`config.mk`:
```
export PLATFORM = sky130hd
export DESIGN_NAME = dmact_channel
export DESIGN_NICKNAME = d
export VERILOG_FILES = /design/src/dmact_pkg.sv /design/src/dmact_channel.sv /design/src/dmact_lane.sv
export SDC_FILE = /design/constraint.sdc
export NUM_CORES = 1
export LEC_CHECK = 0
export ABC_AREA = 1
export BUFFER_PORTS_ARGS = -buffer_cell sky130_fd_sc_hd__buf_4
export CAP_MARGIN = 20
export CORE_ASPECT_RATIO = 0.8
export CORE_MARGIN = 3
export CORE_UTILIZATION = 23
export DETAILED_ROUTE_END_ITERATION = 12
export GPL_ROUTABILITY_DRIVEN = 0
export PLACE_DENSITY = 0.36
export SYNTH_ARGS = -nofsm -noshare
export SYNTH_HDL_FRONTEND = slang
export SYNTH_SLANG_ARGS = --single-unit
```
`constraint.sdc`:
```
create_clock -name clk_sys -period 12.4 [get_ports clk_sys]
set_clock_uncertainty 0.15 [all_clocks]
set_input_delay 1.24 -clock clk_sys [delete_from_list [all_inputs] [get_ports clk_sys]]
set_output_delay 1.24 -clock clk_sys [all_outputs]
set_load 0.005 [all_outputs]
```
`src/dmact_pkg.sv`:
```
package dmact_pkg;
  localparam logic [7:0] ADDR_SAR = 8'h00;
  localparam logic [7:0] ADDR_DAR = 8'h04;
  localparam logic [7:0] ADDR_BYTE_COUNT = 8'h08;
  localparam logic [7:0] ADDR_CTL = 8'h0C;
  localparam logic [7:0] ADDR_STA = 8'h10;
  localparam logic [7:0] ADDR_MSK = 8'h14;
  // Control word bits
  localparam int CTL_START = 0;
  localparam int CTL_CS = 1;
  localparam int CTL_PREQ_EN = 2;
  localparam int CTL_IEN = 3;
  localparam int CTL_SINC = 4;
  localparam int CTL_DINC = 5;
  localparam int CTL_SSIZE = 8;
  localparam int CTL_DSIZE = 10;
  // Status bits
  localparam int STA_DONE = 0;
  localparam int STA_SRC_ERR = 1;
  localparam int STA_DST_ERR = 2;
  localparam int STA_BUSY = 3;
  localparam logic [31:0] CTL_RST = 32'h0000_0000;
  localparam logic [2:0] MSK_RST = 3'h7;
  localparam logic [1:0] SZ_32 = 2'h0;
  localparam logic [1:0] SZ_8 = 2'h1;
  localparam logic [1:0] SZ_16 = 2'h2;
  localparam logic [1:0] AXI_OKAY = 2'h0;
  localparam logic [1:0] AXI_SLVERR = 2'h2;
  typedef struct packed {
    logic valid;
    logic write;
    logic [31:0] addr;
    logic [31:0] wdata;
    logic [1:0] size;
  } dmact_mreq_s;
  typedef struct packed {
    logic done;
    logic err;
    logic [31:0] rdata;
  } dmact_mrsp_s;
endpackage

```
`src/dmact_channel.sv`:
```
// One DMA channel: AXI4-Lite slave for programming, simple master port for transfers
//
// Implementation choices: the placing of the registers and the AXI4-Lite interface to the registers.
module dmact_channel #(
  parameter int BCW = 20
) (
  input wire logic clk_sys,
  input wire logic sys_rst,
  input wire logic [7:0] s_awaddr,
  input wire logic s_awvalid,
  output logic s_awready,
  input wire logic [31:0] s_wdata,
  input wire logic [3:0] s_wstrb,
  input wire logic s_wvalid,
  output logic s_wready,
  output logic [1:0] s_bresp,
  output logic s_bvalid,
  input wire logic s_bready,
  input wire logic [7:0] s_araddr,
  input wire logic s_arvalid,
  output logic s_arready,
  output logic [31:0] s_rdata,
  output logic [1:0] s_rresp,
  output logic s_rvalid,
  input wire logic s_rready,
  input wire logic periph_req,
  output dmact_pkg::dmact_mreq_s m_req,
  output logic [3:0] m_strb,
  input wire dmact_pkg::dmact_mrsp_s m_rsp,
  output logic irq
);
  typedef enum logic [4:0] {
    ST_IDLE = 5'b00001,
    ST_RD = 5'b00010,
    ST_WR = 5'b00100,
    ST_NEXT = 5'b01000,
    ST_HALT = 5'b10000
  } dmact_st_e;

  dmact_st_e st_ff;
  logic [31:0] sar_ff;
  logic [31:0] dar_ff;
  logic [BCW-1:0] byte_count_ff;
  logic [31:0] channel_control_word_ff;
  logic done_ff;
  logic source_bus_error_flag_ff;
  logic dest_bus_error_flag_ff;
  logic [2:0] msk_ff;
  logic [31:0] hold_ff;
  logic pend_ff;
  logic [7:0] awaddr_ff;
  logic [31:0] wdata_ff;
  logic [3:0] wstrb_ff;
  logic aw_ok_ff;
  logic w_ok_ff;
  logic bvalid_ff;
  logic rvalid_ff;
  logic [31:0] rdata_ff;
  logic [1:0] rresp_ff;
  dmact_pkg::dmact_mreq_s mreq_ff;
  logic [3:0] mstrb_ff;

  logic [31:0] src_unit;
  logic [31:0] dst_lane;
  logic [3:0] dst_strb;
  logic [2:0] dst_nb;
  logic [2:0] src_nb;

  logic wr_fire;
  logic done_clear;
  logic start_wr;
  logic req_in;
  logic flags_pend;
  logic may_start;
  logic [BCW-1:0] nxt_count;
  logic [1:0] ssize;
  logic [1:0] dsize;

  assign ssize = channel_control_word_ff[dmact_pkg::CTL_SSIZE +: 2];
  assign dsize = channel_control_word_ff[dmact_pkg::CTL_DSIZE +: 2];

  dmact_lane u_src (
    .size(ssize),
    .addr_lo(sar_ff[1:0]),
    .bus_data(m_rsp.rdata),
    .unit_in(32'h0000_0000),
    .unit_out(src_unit),
    .lane_out(),
    .strb(),
    .nbytes()
  );
  dmact_lane u_dst (
    .size(dsize),
    .addr_lo(dar_ff[1:0]),
    .bus_data(32'h0000_0000),
    .unit_in(hold_ff),
    .unit_out(),
    .lane_out(dst_lane),
    .strb(dst_strb),
    .nbytes(dst_nb)
  );

  function automatic logic [2:0] size_bytes(input logic [1:0] sz);
    case (sz)
      dmact_pkg::SZ_8: size_bytes = 3'd1;
      dmact_pkg::SZ_16: size_bytes = 3'd2;
      default: size_bytes = 3'd4;
    endcase
  endfunction
  assign src_nb = size_bytes(ssize);

  // Register bus: address and data may arrive in either order
  assign s_awready = !aw_ok_ff && !bvalid_ff;
  assign s_wready = !w_ok_ff && !bvalid_ff;
  assign wr_fire = aw_ok_ff && w_ok_ff && !bvalid_ff;
  assign s_bvalid = bvalid_ff;
  assign s_bresp = dmact_pkg::AXI_OKAY;
  assign s_arready = !rvalid_ff;
  assign s_rvalid = rvalid_ff;
  assign s_rdata = rdata_ff;
  assign s_rresp = rresp_ff;

  always_ff @(posedge clk_sys or posedge sys_rst) begin
    if (sys_rst) begin
      aw_ok_ff <= 1'b0;
      w_ok_ff <= 1'b0;
      awaddr_ff <= 8'h00;
      wdata_ff <= 32'h0000_0000;
      wstrb_ff <= 4'h0;
      bvalid_ff <= 1'b0;
    end else begin
      if (s_awvalid && s_awready) begin
        aw_ok_ff <= 1'b1;
        awaddr_ff <= s_awaddr;
      end
      if (s_wvalid && s_wready) begin
        w_ok_ff <= 1'b1;
        wdata_ff <= s_wdata;
        wstrb_ff <= s_wstrb;
      end
      if (wr_fire) begin
        aw_ok_ff <= 1'b0;
        w_ok_ff <= 1'b0;
        bvalid_ff <= 1'b1;
      end else if (bvalid_ff && s_bready) begin
        bvalid_ff <= 1'b0;
      end
    end
  end

  always_ff @(posedge clk_sys or posedge sys_rst) begin
    if (sys_rst) begin
      rvalid_ff <= 1'b0;
      rdata_ff <= 32'h0000_0000;
      rresp_ff <= dmact_pkg::AXI_OKAY;
    end else if (s_arvalid && s_arready) begin
      rvalid_ff <= 1'b1;
      rresp_ff <= dmact_pkg::AXI_OKAY;
      case ({s_araddr[7:2], 2'b00})
        dmact_pkg::ADDR_SAR: rdata_ff <= sar_ff;
        dmact_pkg::ADDR_DAR: rdata_ff <= dar_ff;
        dmact_pkg::ADDR_BYTE_COUNT: rdata_ff <= 32'(byte_count_ff);
        dmact_pkg::ADDR_CTL: rdata_ff <= channel_control_word_ff;
        dmact_pkg::ADDR_STA: rdata_ff <= {28'h000_0000, st_ff != ST_IDLE,
          dest_bus_error_flag_ff, source_bus_error_flag_ff, done_ff};
        dmact_pkg::ADDR_MSK: rdata_ff <= {29'h0000_0000, msk_ff};
        default: begin
          rdata_ff <= 32'h0000_0000;
          rresp_ff <= dmact_pkg::AXI_SLVERR;
        end
      endcase
    end else if (rvalid_ff && s_rready) begin
      rvalid_ff <= 1'b0;
    end
  end

  // Other registers take whole words; a status write without its low byte clears nothing
  function automatic logic wstrb_ok(input logic [3:0] strb_in);
    wstrb_ok = strb_in[0];
  endfunction

  assign done_clear = wr_fire && ({awaddr_ff[7:2], 2'b00} == dmact_pkg::ADDR_STA)
    && wstrb_ok(wstrb_ff) && wdata_ff[dmact_pkg::STA_DONE];
  assign start_wr = wr_fire && ({awaddr_ff[7:2], 2'b00} == dmact_pkg::ADDR_CTL)
    && wdata_ff[dmact_pkg::CTL_START];

  // Request capture
  assign flags_pend = done_ff || source_bus_error_flag_ff || dest_bus_error_flag_ff;
  assign may_start = (byte_count_ff != '0) && !flags_pend;
  assign req_in = start_wr
    || (periph_req && channel_control_word_ff[dmact_pkg::CTL_PREQ_EN]);

  always_ff @(posedge clk_sys or posedge sys_rst) begin
    if (sys_rst) begin
      pend_ff <= 1'b0;
    end else if (flags_pend || byte_count_ff == '0) begin
      pend_ff <= 1'b0;
    end else if (req_in) begin
      pend_ff <= 1'b1;
    end else if (st_ff == ST_IDLE && pend_ff) begin
      pend_ff <= 1'b0;
    end
  end

  assign nxt_count = (byte_count_ff > BCW'(dst_nb)) ? byte_count_ff - BCW'(dst_nb) : '0;

  // Transfer engine
  always_ff @(posedge clk_sys or posedge sys_rst) begin
    if (sys_rst) begin
      st_ff <= ST_IDLE;
      mreq_ff <= '0;
      mstrb_ff <= 4'h0;
      hold_ff <= 32'h0000_0000;
    end else begin
      case (st_ff)
        ST_IDLE: begin
          if (pend_ff && may_start) begin
            st_ff <= ST_RD;
            mreq_ff <= '{valid: 1'b1, write: 1'b0, addr: sar_ff, wdata: 32'h0000_0000,
              size: ssize};
            mstrb_ff <= 4'h0;
          end
        end
        ST_RD: begin
          if (m_rsp.done) begin
            mreq_ff.valid <= 1'b0;
            if (m_rsp.err) begin
              st_ff <= ST_HALT;
            end else begin
              hold_ff <= src_unit;
              st_ff <= ST_WR;
            end
          end
        end
        ST_WR: begin
          if (!mreq_ff.valid) begin
            mreq_ff <= '{valid: 1'b1, write: 1'b1, addr: dar_ff, wdata: dst_lane,
              size: dsize};
            mstrb_ff <= dst_strb;
          end else if (m_rsp.done) begin
            mreq_ff.valid <= 1'b0;
            mstrb_ff <= 4'h0;
            st_ff <= m_rsp.err ? ST_HALT : ST_NEXT;
            if (m_rsp.err) begin
              hold_ff <= 32'h0000_0000;
            end
          end
        end
        ST_NEXT: begin
          // Cycle-steal returns to idle; continuous keeps going
          if (channel_control_word_ff[dmact_pkg::CTL_CS] || byte_count_ff == '0) begin
            st_ff <= ST_IDLE;
          end else begin
            st_ff <= ST_RD;
            mreq_ff <= '{valid: 1'b1, write: 1'b0, addr: sar_ff, wdata: 32'h0000_0000,
              size: ssize};
          end
        end
        ST_HALT: st_ff <= ST_IDLE;
        default: st_ff <= ST_IDLE;
      endcase
    end
  end

  // Programming registers and counting
  always_ff @(posedge clk_sys or posedge sys_rst) begin
    if (sys_rst) begin
      sar_ff <= 32'h0000_0000;
      dar_ff <= 32'h0000_0000;
      byte_count_ff <= '0;
      channel_control_word_ff <= dmact_pkg::CTL_RST;
      msk_ff <= dmact_pkg::MSK_RST;
    end else begin
      if (wr_fire) begin
        case ({awaddr_ff[7:2], 2'b00})
          dmact_pkg::ADDR_SAR: sar_ff <= wdata_ff;
          dmact_pkg::ADDR_DAR: dar_ff <= wdata_ff;
          dmact_pkg::ADDR_BYTE_COUNT: byte_count_ff <= wdata_ff[BCW-1:0];
          // Start is self-clearing
          dmact_pkg::ADDR_CTL: channel_control_word_ff <= wdata_ff & ~32'h0000_0001;
          dmact_pkg::ADDR_MSK: msk_ff <= wdata_ff[2:0];
          default: ;
        endcase
      end
      if (st_ff == ST_RD && m_rsp.done && !m_rsp.err
          && channel_control_word_ff[dmact_pkg::CTL_SINC]) begin
        sar_ff <= sar_ff + 32'(src_nb);
      end
      if (st_ff == ST_WR && mreq_ff.valid && m_rsp.done && !m_rsp.err) begin
        byte_count_ff <= nxt_count;
        if (channel_control_word_ff[dmact_pkg::CTL_DINC]) begin
          dar_ff <= dar_ff + 32'(dst_nb);
        end
      end
    end
  end

  // Status flags: hardware set wins over software clear
  always_ff @(posedge clk_sys or posedge sys_rst) begin
    if (sys_rst) begin
      done_ff <= 1'b0;
      source_bus_error_flag_ff <= 1'b0;
      dest_bus_error_flag_ff <= 1'b0;
    end else begin
      if (done_clear) begin
        done_ff <= 1'b0;
        source_bus_error_flag_ff <= 1'b0;
        dest_bus_error_flag_ff <= 1'b0;
      end
      if (st_ff == ST_WR && mreq_ff.valid && m_rsp.done && !m_rsp.err
          && nxt_count == '0) begin
        done_ff <= 1'b1;
      end
      if (st_ff == ST_RD && m_rsp.done && m_rsp.err) begin
        source_bus_error_flag_ff <= 1'b1;
        done_ff <= 1'b1;
      end
      if (st_ff == ST_WR && mreq_ff.valid && m_rsp.done && m_rsp.err) begin
        dest_bus_error_flag_ff <= 1'b1;
        done_ff <= 1'b1;
      end
    end
  end

  // Mask bit set means the event may interrupt
  assign irq = channel_control_word_ff[dmact_pkg::CTL_IEN]
    && |({dest_bus_error_flag_ff, source_bus_error_flag_ff, done_ff} & msk_ff);
  assign m_req = mreq_ff;
  assign m_strb = mstrb_ff;
endmodule // dmact_channel

```
`src/dmact_lane.sv`:
```
// Lane aligner: places a unit of the given size into byte lanes and back
module dmact_lane (
  input wire logic [1:0] size,
  input wire logic [1:0] addr_lo,
  input wire logic [31:0] bus_data,
  input wire logic [31:0] unit_in,
  output logic [31:0] unit_out,
  output logic [31:0] lane_out,
  output logic [3:0] strb,
  output logic [2:0] nbytes
);
  always_comb begin
    unit_out = bus_data;
    lane_out = unit_in;
    strb = 4'hF;
    nbytes = 3'd4;
    case (size)
      dmact_pkg::SZ_8: begin
        unit_out = {24'h00_0000, bus_data[addr_lo*8 +: 8]};
        lane_out = {4{unit_in[7:0]}};
        strb = 4'h1 << addr_lo;
        nbytes = 3'd1;
      end
      dmact_pkg::SZ_16: begin
        unit_out = {16'h0000, bus_data[addr_lo[1]*16 +: 16]};
        lane_out = {2{unit_in[15:0]}};
        strb = addr_lo[1] ? 4'hC : 4'h3;
        nbytes = 3'd2;
      end
      default: begin
        unit_out = bus_data;
        lane_out = unit_in;
        strb = 4'hF;
        nbytes = 3'd4;
      end
    endcase
  end
endmodule // dmact_lane

```
### Word level (Yosys, flattened, before mapping)

Cells that the tools add are included.

* add/subtract/negate cells: 3
* magnitude comparators: 1
* equal/unequal tests: 28
* shift-type cells: 3
* muxes and demuxes: 62
* bitwise operators: 1
* reductions and logical operators: 71

Operators by type and width (number)
* two-way mux 32 bit: 12
* one-hot mux 67 bit (3 select lines): 1
* one-hot mux 32 bit (2 select lines): 3
* one-hot mux 32 bit (6 select lines): 1
* two-way mux 68 bit: 2
* two-way mux 20 bit: 4
* two-way mux 67 bit: 1
* adder 32 x 3 -> 32 bit: 2
* zero test 20 bit: 2
* variable part select 32 x 6 -> 16 bit: 1
* variable part select 32 x 6 -> 8 bit: 1
* two-way mux 5 bit: 6
* logical AND 1 bit: 28
* == test 6 x 2 -> 1 bit, second input constant: 4
* == test 6 x 3 -> 1 bit, second input constant: 4
* nonzero test 2 bit: 12
* > comparator 20 x 3 -> 1 bit: 1
* two-way mux 1 bit: 20
* one-hot mux 5 bit (4 select lines): 1
* nonzero test 20 bit: 1
* subtractor 20 x 3 -> 20 bit: 1
* two-way mux 4 bit: 4
* one-hot mux 4 bit (2 select lines): 2
* != test 2 bit, second input constant: 7
* other kinds (26): 48

* register bits: 310
* input port bits: 94
* output and inout bits: 114
* word-level logic and storage cells: 195

### Logic depth before layout (Yosys ltp)

Gate-level depths: netlist (run 1).

* depth after elaboration: 9
* depth in mapped cells: 18
* gate-level depth less buffers: 18

### Cells and area by module

From an unflattened synthesis (run 1), not the netlist that was laid out.

* cells, all modules: 2592
* area total of the unflattened synthesis: 18469.0 um^2

Modules (own cells, without submodules)
* dmact_channel: instances 1, cells each 2094, area an instance 16041.6 um^2, seq. area each 7687.4 um^2
* dmact_lane: instances 2, cells each 249, area an instance 1213.7 um^2, seq. area each 0.0 um^2

### Worst setup path after synthesis (run 1)

OpenSTA, ideal clock, no wires.

* kind: reg-to-reg
* start: register channel_control_word_ff[10]
* end: register done_ff
* setup time: 65 ps
* arrival time: 2529 ps
* data required time: 12185 ps
* path slack: 9656 ps
* cell stages (with the launch flop): 18
* buffers on the path: 2
* period minus slack after synthesis: 2744 ps
* cells stage by stage: dfrtp_1 inv_1 ha_1 inv_1 clkbuf_1 ha_1 nand2_1 nand2_1 inv_1 nand2_1 nand2_1 nand2_1 buf_2 nand3_1 nand3_1 nor2_1 nand3_1 nand2_1

* word-level cells in the longest chain between the ends: 9
* elaborated cells on any way between the ends: 12
* those cells by class: 1 x add/sub; 1 x order compare; 2 x eq/ne; 5 x mux; 3 x reduce/logical

RTL lines
* from (decl): RTL line dmact_channel.sv:44 `logic [31:0] channel_control_word_ff;`
* from (signal assigned): RTL line dmact_channel.sv:271 `channel_control_word_ff <= dmact_pkg::CTL_RST;`
* from (signal assigned): RTL line dmact_channel.sv:280 `dmact_pkg::ADDR_CTL: channel_control_word_ff <= wdata_ff & ~32'h0000_0001;`
* == test 2 bit / == test 2 x 1 -> 1 bit (equally long branches): RTL line dmact_lane.sv:17 `case (size)`
* one-hot mux 3 bit (2 select lines) *: RTL line dmact_lane.sv:17
* subtractor 20 x 3 -> 20 bit / > comparator 20 x 3 -> 1 bit (equally long branches): RTL line dmact_channel.sv:205 `assign nxt_count = (byte_count_ff > BCW'(dst_nb)) ? byte_count_ff - BCW'(dst_nb) : '0;`
* two-way mux 20 bit *: RTL line dmact_channel.sv:205
* zero test 20 bit *: RTL line dmact_channel.sv:311 `&& nxt_count == '0) begin`
* logical AND 1 bit *: RTL line dmact_channel.sv:311
* two-way mux 1 bit: RTL line dmact_channel.sv:310 `if (st_ff == ST_WR && mreq_ff.valid && m_rsp.done && !m_rsp.err`
* two-way mux 1 bit: RTL line dmact_channel.sv:314 `if (st_ff == ST_RD && m_rsp.done && m_rsp.err) begin`
* two-way mux 1 bit: RTL line dmact_channel.sv:318 `if (st_ff == ST_WR && mreq_ff.valid && m_rsp.done && m_rsp.err) begin`
* to (signal assigned): RTL line dmact_channel.sv:312 `done_ff <= 1'b1;`
* to (signal assigned): RTL line dmact_channel.sv:316 `done_ff <= 1'b1;`
* to (signal assigned): RTL line dmact_channel.sv:320 `done_ff <= 1'b1;`
* to (decl): RTL line dmact_channel.sv:45 `logic done_ff;`

Every way passes the cells marked *; elsewhere a longest branch is shown, timed or not.
A chain may end at the register's enable or synchronous reset.

### Final worst setup path (run 1)

Ends and elaborated chain as after synthesis.

==> results of run 1 <==
[power groups by stage]
stage	combinational [µW]	clock, µW	sequential [µW]
finish	1470	1280	1620
global route	1660	1360	1660
CTS	1480	1330	1620
detailed placement	1480	0	1630
global placement	1470	0	1630
floorplan	959	0	1500
[layer usage]
layer,global-route usage [%],up-vias
li1,-,7602
met1,28.2,7795
met2,24.6,485
met3,3.10,65
met4,3.69,0
met5,0,-
[cells by family (layout without fill, tap and decap cells)]
kind of cell	Yosys count	count (layout)
and+or+nand+nor	890	890
buffers and inverters	347	541
xor gates and xnor gates	38	38
adders and majority gates	19	19
DFF	307	307
muxes	3	3
AOI/OAI and AO/OA	573	573
other	1	4
[layout make-up]
| class | count | area, µm² |
|---|---|---|
| multi-input cells | 1526 | 7700 |
| well taps | 934 | 1170 |
| flip-flops and latches | 307 | 7690 |
| clock inverters | 17 | 216 |
| repair buffers | 213 | 1610 |
| fillers | 7714 | 50700 |
| diodes | 1 | 2.50 |
| inverters | 252 | 956 |
| clock buffers | 59 | 1240 |
[worst min-delay path by stage]
stage	start	endpoint	slack, ps	cells after the start
finish	m_req[48]$_DFFE_PP0P_	m_req[48]$_DFFE_PP0P_	330	2
global route	m_req[45]$_DFFE_PP0P_	m_req[45]$_DFFE_PP0P_	350	2
CTS	m_req[45]$_DFFE_PP0P_	m_req[45]$_DFFE_PP0P_	330	2
detailed placement	m_req[45]$_DFFE_PP0P_	m_req[45]$_DFFE_PP0P_	320	2
global placement	m_req[66]$_DFFE_PP0P_	m_req[66]$_DFFE_PP0P_	320	2
floorplan	channel_control_word_ff[20]$_DFFE_PP0P_	channel_control_word_ff[20]$_DFFE_PP0P_	300	2
[cell usage after synthesis, drive strengths merged, types with 16 or more instances]
library cell	n	area (µm²)
a21oi	86	430
nand3	81	405
nor2	189	747
o211ai	49	368
nand4	19	146
o21ai	326	1740
dfrtp	303	7580
xor2	37	324
o22ai	47	294
buf	36	221
nor3	40	205
inv	248	933
nand2	543	2050
a22oi	17	128
clkbuf	59	221
ha	16	200
[through the flow]
| step | hold WS [ps] | cell area, µm² | std cells |
|---|---|---|---|
| CTS | 332 | 20600 | 3308 |
| global route | 348 | 20600 | 3308 |
| finish | 326 | 20600 | 3309 |
| detailed placement | 317 | 19100 | 3232 |
| floorplan | 303 | 16800 | 2180 |
| global placement | 317 | 19100 | 3232 |
[worst max-delay path, delay by kind of cell, from the launching register on]
kind,cells,cell delay [ps]
adder cells (fa/ha/maj),2,1280
flip-flops,1,450
AND/OR/NAND/NOR,11,1480
buffers and inverters,4,1050
[sequential cells by signal, indices dropped and copies added (netlist names), 3 cells and up]
register,count
st_ff,5
dar_ff,32
awaddr_ff,6
sar_ff,32
m_strb,4
hold_ff,32
m_req,68
wdata_ff,32
byte_count_ff,20
s_rdata,32
msk_ff,3
channel_control_word_ff,31
==> impl_metrics.json, run 1 <==
{
  "rr_worst_depth": 17,
  "startpoint": "channel_control_word_ff[10]$_DFFE_PP0P_",
  "dr.pass1.iters": 5,
  "insertion_delay_ps": 580,
  "synthSimpleGateAreaFrac_pct": 22.0,
  "slowest_stage": "ha_1",
  "cts-resized-gates": 0,
  "drive_above_1_share_pct": 15.3,
  "grt_pass1_vias": 15000,
  "route.antenna.remaining_nets": 0,
  "synth.avg_cell_area_um2": 7.69,
  "grt_first_pass_wirelength_um": 102000,
  "nNetsFinal": 2455,
  "setup_viol_count_final": 0,
  "ys_async_sr_fraction_pct": 100,
  "overflow": 0,
  "worst_path_most_repeated_cell": "nand2_1",
  "ys.flop_type": "dfrtp_1",
  "fmax_ghz": 0.221,
  "wl_um": 69500,
  "wire_per_inst_um": 21.0,
  "ys_warn_count": 0,
  "wl_met2_um": 28100,
  "fin_crit_ps": 4530,
  "synth-xor-area-share_pct": 1.99,
  "wl_met3_um": 4370,
  "grt_max_degree": 146,
  "power_leakage_uw": 0.00965,
  "synth_compound_area_share_pct": 20.0,
  "antenna_found_initial": 3,
  "postLayoutCoreUtil_pct": 28.9,
  "p_sw_uw": 1810,
  "place_ws_ps": 7930,
  "seq_power_share_pct": 37.1,
  "start_kind": "register",
  "worstPathRequired_ps": 12700,
  "top_layer_used": "met4",
  "avgViaCountPerCell": 4.82,
  "post_cts_buffers": 0,
  "p_total_uw": 4380,
  "p_sw_share_pct": 41.5,
  "cts_num_sinks": 307,
  "p_int_uw": 2560,
  "port-buffer-count": 197,
  "slew_violations": 0,
  "slew_headroom_pct": 29.6,
  "core.rowCount": 87,
  "path_clk_slew_ps": 60,
  "critPathKind": "reg2reg",
  "tightestPinTransition_ps": 1060,
  "num_vias": 15900,
  "dp_hpwl_um": 51300,
  "synth_edf_count": 0,
  "cts-htree-levels": 2,
  "powerDensity_nw_per_um2": 213,
  "io_pins": 208,
  "clockRootBuffer": "clkbuf_16",
  "arrival_ps": 4830,
  "final_cell_mix": "538 x nand2_1, 303 x dfrtp_1, 284 x o21ai_0, 233 x inv_1, 212 x buf_4",
  "hp-class": "reg2reg",
  "r2r_slack_ps": 7870,
  "cp_cell_sequence": "inv_1 > ha_1 > inv_1 > ha_1 > nand2_1 > nand2_1 > inv_1 > nand2_1 > nand2_1 > nand2_1 > inv_1 > nor2_1 > nor2_1 > nand3_1 > nor2_1 > nand3_1 > nand2_1",
  "comb_power_share_pct": 33.7,
  "drc": 0,
  "ys_ff_latch": 307,
  "holdBufCountCts": 0,
  "mostFrequentLayoutCell": "nand2_1",
  "clk_path_buf_depth": 3,
  "status": "finished, final reports clean",
  "dieArea_um2": 76100,
  "crit_path_end": "done_ff$_DFFE_PP0P_",
  "syn_area_um2": 16800,
  "initial_core_util_pct": 23.5,
  "die_w_um": 308,
  "slowest_delay_ps": 700,
  "tns_ps": 0,
  "yosysSeqAreaShare_pct": 45.9,
  "grt_util_all_layers_pct": 17.8,
  "cts_tree": "built",
  "syn2layout_area_growth_pct": 22.8,
  "cap_viol_max_count": 0,
  "p_clk_share_pct": 29.2,
  "synth_top_family_by_area": "simple AND/OR/NAND/NOR gates",
  "r2r_end": "done_ff$_DFFE_PP0P_",
  "period_share_pct": 36.5,
  "r2r-start": "channel_control_word_ff[10]$_DFFE_PP0P_",
  "hold_viol_final": 0,
  "setup_ws_ps": 7870,
  "rsz0062_at_grt": "no",
  "synthAdderAreaFrac_pct": 1.55,
  "ys_types": 55,
  "max-vdd-ir-drop_mv": 0.0875,
  "drtIter0Drc": 1449,
  "coreArea_um2": 71300,
  "cp_max_fo": 33,
  "syn_inst": 2178,
  "cts_buffers": 42,
  "synthMuxAreaShare_pct": 0.202,
  "chipHeight_um": 247,
  "met1Wirelength_um": 35900,
  "crit_path_end_kind": "register"
}
No activity file was read; power rests on OpenSTA's default activity.
==> run 2: changes to the inputs <==
- PLACE_DENSITY: 0.36 -> 0.37
- clock period: 12.4 -> 3.8 ns (I/O delays scaled with it)
==> run 2 against run 1 <==
Clock-buffer cell count is 1 higher. Core utilization increased by 0.90 points. Global-route usage increased by 0.20 points. Cell area increased by 3.1%. Worst hold slack worse by 270 ps. Die area is the same. Flip-flop and latch count unchanged. Critical endpoint unchanged. Largest cell class unchanged. Largest power group unchanged.
==> impl_metrics.json, run 2 (synthesized netlist as in run 1, its figures left out) <==
{
  "status": "finished, final reports clean",
  "r2r-start": "channel_control_word_ff[10]$_DFFE_PP0P_",
  "final_cell_mix": "538 x nand2_1, 303 x dfrtp_1, 284 x o21ai_0, 233 x inv_1, 227 x buf_4",
  "drtIter0Drc": 1428,
  "final_area_um2": 21200,
  "setup_viol_count_final": 0,
  "cts-resized-gates": 0,
  "slew_headroom_pct": 29.7,
  "placed_cell_area_um2": 19300,
  "clockRootBuffer": "clkbuf_16",
  "power_leakage_uw": 0.00993,
  "startpoint": "channel_control_word_ff[10]$_DFFE_PP0P_",
  "num_antenna_cells": 0,
  "worst-path-buf-inv": 4,
  "dieArea_um2": 76100,
  "port-buffer-count": 197,
  "final_cells": 3383,
  "num_vias": 16000,
  "rsz0062_at_grt": "no",
  "p_sw_uw": 5900,
  "tns_ps": 0,
  "cp_top_family": "simple AND/OR/NAND/NOR gates",
  "critPathKind": "reg2reg",
  "coreArea_um2": 71300,
  "io_pins": 208,
  "route.antenna.remaining_nets": 0,
  "avgViaCountPerCell": 4.74,
  "chipHeight_um": 247,
  "rr_worst_depth": 18,
  "r2r_slack_ps": 460,
  "max-vdd-ir-drop_mv": 0.286,
  "place_ws_ps": 517,
  "cts_num_sinks": 307,
  "p_sw_share_pct": 41.8,
  "grt_first_pass_wirelength_um": 103000,
  "slowest_delay_ps": 460,
  "insertion_delay_ps": 570,
  "period_share_pct": 87.8,
  "die_w_um": 308,
  "slowest_stage": "fa_1",
  "dp.cells": 3250,
  "hp-class": "in2reg",
  "powerDensity_nw_per_um2": 664,
  "cts-htree-levels": 2,
  "initial_core_util_pct": 23.5,
  "seq_power_share_pct": 37.1,
  "largest_reg_flops": 68,
  "cp_cell_sequence": "inv_1 > ha_1 > inv_1 > fa_1 > nand2_1 > nand2_1 > inv_1 > nand2_1 > nand2_1 > nand2_1 > buf_4 > nand3_1 > nand2_1 > nor2_1 > nand3_1 > nor2_1 > nand3_1 > nand2_1",
  "fmax_ghz": 0.300,
  "syn2layout_area_growth_pct": 26.7,
  "drive_above_1_share_pct": 15.2,
  "nNetsFinal": 2531,
  "antenna_found_initial": 1,
  "cp_max_fo": 10,
  "p_int_uw": 8190,
  "slew_violations": 0,
  "fin_crit_ps": 3340,
  "tightestPinTransition_ps": 1050,
  "wire_per_inst_um": 20.6,
  "worst_path_most_repeated_cell": "nand2_1",
  "clk_path_buf_depth": 3,
  "wl_um": 69600,
  "dp_hpwl_um": 51800,
  "path_depth": 18,
  "r2r_end": "done_ff$_DFFE_PP0P_",
  "crit_path_end": "done_ff$_DFFE_PP0P_",
  "mostFrequentLayoutCell": "nand2_1",
  "drc": 0,
  "path_clk_slew_ps": 60,
  "cts_tree": "built",
  "overflow": 0,
  "cap_viol_max_count": 0,
  "p_clk_share_pct": 27.4,
  "hold_viol_final": 0,
  "arrival_ps": 3680,
  "start_kind": "register",
  "crit_path_end_kind": "register",
  "grt_max_degree": 165,
  "grt_util_all_layers_pct": 18.0,
  "comb_power_share_pct": 35.4,
  "grt_pass1_vias": 15500,
  "worstPathRequired_ps": 4140,
  "core.rowCount": 87,
  "setup_ws_ps": 465,
  "cts_buffers": 39,
  "dr.pass1.iters": 6
}
## run 2: cell count changes in the layout (fill, tap and decap cells not counted), sizes merged
cell	change
bufinv	-2
inv	+1
diode	-1
clkbuf	+1
buf	+18
clkinv	-4
dlygate4sd3	+61
## run 2: how the worst min path moves through the flow
stage,depth (start not counted),end,start
2_1_floorplan,2,channel_control_word_ff[20]$_DFFE_PP0P_,channel_control_word_ff[20]$_DFFE_PP0P_
3_3_place_gp,2,sar_ff[16]$_DFFE_PP0P_,sys_rst
3_5_place_dp,2,sar_ff[18]$_DFFE_PP0P_,sys_rst
4_1_cts,3,wdata_ff[8]$_DFFE_PP0P_,s_wdata[8]
5_1_grt,3,hold_ff[5]$_DFFE_PP0P_,m_rsp[5]
6_report,3,hold_ff[8]$_DFFE_PP0P_,m_rsp[8]
## run 2: layer usage
metal	track usage (%)	up-vias	wire (µm)
li1	-	7741	-
met1	28.4	7711	35500
met2	24.8	510	28100
met4	3.64	0	1110
met5	0	-	0
met3	3.69	59	4850
## run 2: cell type report
| type | count | area [µm²] |
|---|---|---|
| Clock inverter | 12 | 134 |
| Inverter | 252 | 952 |
| Fill cell | 7711 | 50100 |
| Timing Repair Buffer | 292 | 2400 |
| Multi-Input combinational cell | 1526 | 7700 |
| Sequential cell | 307 | 7690 |
| Tap cell | 934 | 1170 |
| Clock buffer | 60 | 1180 |
## run 2: power by group through the flow
stage	Sequential, µW	Clock (µW)	Combinational, µW
after CTS	5230	3990	5030
after global placement	5280	0	4920
after floorplan	4910	0	3130
final	5230	3870	4990
after global routing	5380	4120	5640
after detailed placement	5280	0	4950
## run 2: through the flow
stage          util [%]  hold WS, ps  power (µW)
6_report           29.8         50.8       14100
5_1_grt            29.8         38.5       15100
4_1_cts            29.8         11.7       14200
3_5_place_dp       27.1          184       10200
3_3_place_gp       27.0          183       10200
2_1_floorplan         -          303        8040
## run 2: tightest hold or removal path, delay by kind of cell
kind | cells | cell delay [ps]
AOI/OAI and AO/OA | 2 | 230
buffers and inverters | 1 | 120
## run 2: what timing repair did
item	CTS	global route
hold buffers	61	0
setup buffers	0	0
endpoints found under the hold margin	70	0
==> run 3: changes to the inputs <==
- ABC_AREA: 1 -> default
==> run 3 against run 2 <==
Sequential power barely moved. Global-route usage fell by 0.96 points. Critical endpoint is now m_req[59]$_DFFE_PP0P_. Flip-flop and latch count unchanged. Power down 11%. Synthesized cell count is 27% lower. Wire length down 11%. Worst setup slack worse by 170 ps. Sequential share of layout area is 1.3 points higher. Cell area fell by 3.4%. Highest routed layer unchanged. First-iteration DRC count decreased by 25%. Clock-buffer cell count shrank 2.
==> impl_metrics.json, run 3 <==
{
  "holdCritStartpoint": "m_rsp[5]",
  "ys_warn_count": 0,
  "p_clk_share_pct": 29.3,
  "post_cts_buffers": 0,
  "wl_um": 61600,
  "num-fill-cells": 7165,
  "tightestPinTransition_ps": 1140,
  "rsz0062_at_grt": "no",
  "clk_path_buf_depth": 3,
  "port-buffer-count": 197,
  "drtIter0Drc": 1065,
  "dr.pass1.iters": 5,
  "path_clk_slew_ps": 60,
  "die_w_um": 299,
  "ys_ff_latch": 307,
  "chipHeight_um": 240,
  "antenna_found_initial": 2,
  "status": "finished, final reports clean",
  "final_area_um2": 20500,
  "wire_per_inst_um": 22.1,
  "synth_top_area_share_pct": 48.0,
  "insertion_delay_ps": 560,
  "io_pins": 208,
  "dp.cells": 2649,
  "grt_util_all_layers_pct": 17.0,
  "final_cells": 2792,
  "ys_top_cells_by_count": "303 x dfrtp_1, 188 x nand2_1, 155 x o21ai_0",
  "grt_pass1_vias": 13700,
  "fin_crit_ps": 3510,
  "syn_area_um2": 15800,
  "nNetsFinal": 1965,
  "slew_headroom_pct": 23.7,
  "synth.avg_cell_area_um2": 9.97,
  "synth_top_area_cell": "dfrtp_1",
  "initial_core_util_pct": 23.4,
  "cap_viol_max_count": 0,
  "final_cell_mix": "303 x dfrtp_1, 249 x buf_4, 187 x nand2_1, 155 x o21ai_0, 126 x nor2_1",
  "p_int_uw": 7800,
  "power_leakage_uw": 0.00885,
  "drive_above_1_share_pct": 24.2,
  "p_sw_share_pct": 37.9,
  "cts_buffers": 39,
  "dieArea_um2": 71900,
  "hp-class": "in2reg",
  "mostFrequentLayoutCell": "dfrtp_1",
  "avgViaCountPerCell": 4.91,
  "setup_viol_count_final": 0,
  "clockRootBuffer": "clkbuf_16",
  "max-vdd-ir-drop_mv": 0.370,
  "p_sw_uw": 4750,
  "arrival_ps": 3780,
  "synth_edf_count": 0,
  "fmax_ghz": 0.285,
  "period_share_pct": 92.3,
  "start_kind": "register",
  "coreArea_um2": 67600,
  "powerDensity_nw_per_um2": 612,
  "cp_max_fo": 40,
  "hold_viol_final": 0,
  "ys_top_cells_by_area": "dfrtp_1 48%, mux2_2 6.6%, o21ai_0 4.9%",
  "overflow": 0,
  "cts_num_sinks": 307,
  "ys_async_sr_fraction_pct": 100,
  "dp_hpwl_um": 44300,
  "r2r-start": "byte_count_ff[5]$_DFFE_PP0P_",
  "critPathKind": "reg2reg",
  "comb_power_share_pct": 29.3,
  "post-synth-top-count-cell": "dfrtp_1",
  "cts_tree": "built",
  "placed_cell_area_um2": 18500,
  "syn2layout_area_growth_pct": 29.8,
  "ys.flop_type": "dfrtp_1",
  "route.antenna.remaining_nets": 0,
  "cts-resized-gates": 0,
  "drc": 0,
  "grt_first_pass_wirelength_um": 92900,
  "cts-htree-levels": 2,
  "yosysSeqAreaShare_pct": 48.7,
  "ys_types": 72,
  "grt_max_degree": 110,
  "largest_reg_flops": 68,
  "num_vias": 13700,
  "core.rowCount": 85,
  "seq_power_share_pct": 41.4,
  "syn_inst": 1585,
  "worstPathRequired_ps": 4070,
  "slew_violations": 0,
  "startpoint": "byte_count_ff[5]$_DFFE_PP0P_",
  "crit_path_end_kind": "register"
}
[run 3: critical path, stage by stage, from the launching register on]
cell	delay (ps)
dfrtp_1	460
or4_1	640
or4_4	550
or4_1	690
o211ai_4	270
buf_12	210
buf_12	220
o21ai_0	120
[run 3: logic make-up after synthesis]
logic type / synth area share (%)
flip-flops: 48.7
multiplexers: 12.2
AND/OR/NAND/NOR: 15.0
adder cells (fa/ha/maj): 1.65
other: 0.0237
buffers and inverters: 3.73
XOR/XNOR: 0.499
AO/OA/AOI/OAI: 18.2
[run 3: per-stage QoR]
stage	total power (µW)	TNS (ps)	setup slack [ps]	hold WS, ps	utilization (%)
floorplan	7150	-245950	-812	295	-
global placement	8790	0	341	313	27.4
detailed placement	8830	0	305	321	27.4
CTS	12700	0	286	2.49	30.3
global route	13400	0	161	18.5	30.3
finish	12600	0	292	25.6	30.3
[run 3: power by group through the flow]
stage	registers (µW)	clock network [µW]	logic, µW
4_1_cts	5160	3830	3710
3_3_place_gp	5200	0	3590
3_5_place_dp	5220	0	3610
2_1_floorplan	4570	0	2580
5_1_grt	5310	3950	4100
6_report	5200	3680	3680
[run 3: what timing repair did]
action	CTS	global route
setup endpoints to repair	0	0
hold endpoints to repair	137	0
hold buffers	75	0
[run 3: layout make-up]
| cell class | instances | area, µm² | share of cell area (%) |
|---|---|---|---|
| flip-flops and latches | 307 | 7690 | 37.5 |
| multi-input cells | 1142 | 7570 | 36.9 |
| repair buffers | 330 | 2740 | 13.4 |
| clock buffers | 58 | 1160 | 5.66 |
| well taps | 913 | 1140 | 5.57 |
| inverters | 32 | 124 | 0.604 |
| clock inverters | 9 | 76.3 | 0.372 |
| diodes | 1 | 2.50 | 0.0122 |
[run 3: metal layers]
metal	vias to the layer above	wire [µm]	global-route usage, %
li1	6378	-	-
met1	6877	31200	25.9
met2	388	26200	25.3
met3	63	3210	2.62
met4	0	1000	3.60
met5	-	0	0
[run 3: worst paths after layout]
path | endpoint | slack [ps] | cells after the start
max | m_req[59]$_DFFE_PP0P_ | 290 | 7
min | hold_ff[5]$_DFFE_PP0P_ | 30 | 3
max reg2reg | m_req[59]$_DFFE_PP0P_ | 290 | 7
min reg2reg | s_rdata[25]$_DFFE_PP0P_ | 330 | 2
max in group asynchronous | m_req[20]$_DFFE_PP0P_ | 2430 | 4
min in group asynchronous | s_rdata[0]$_DFFE_PP0P_ | 450 | 4
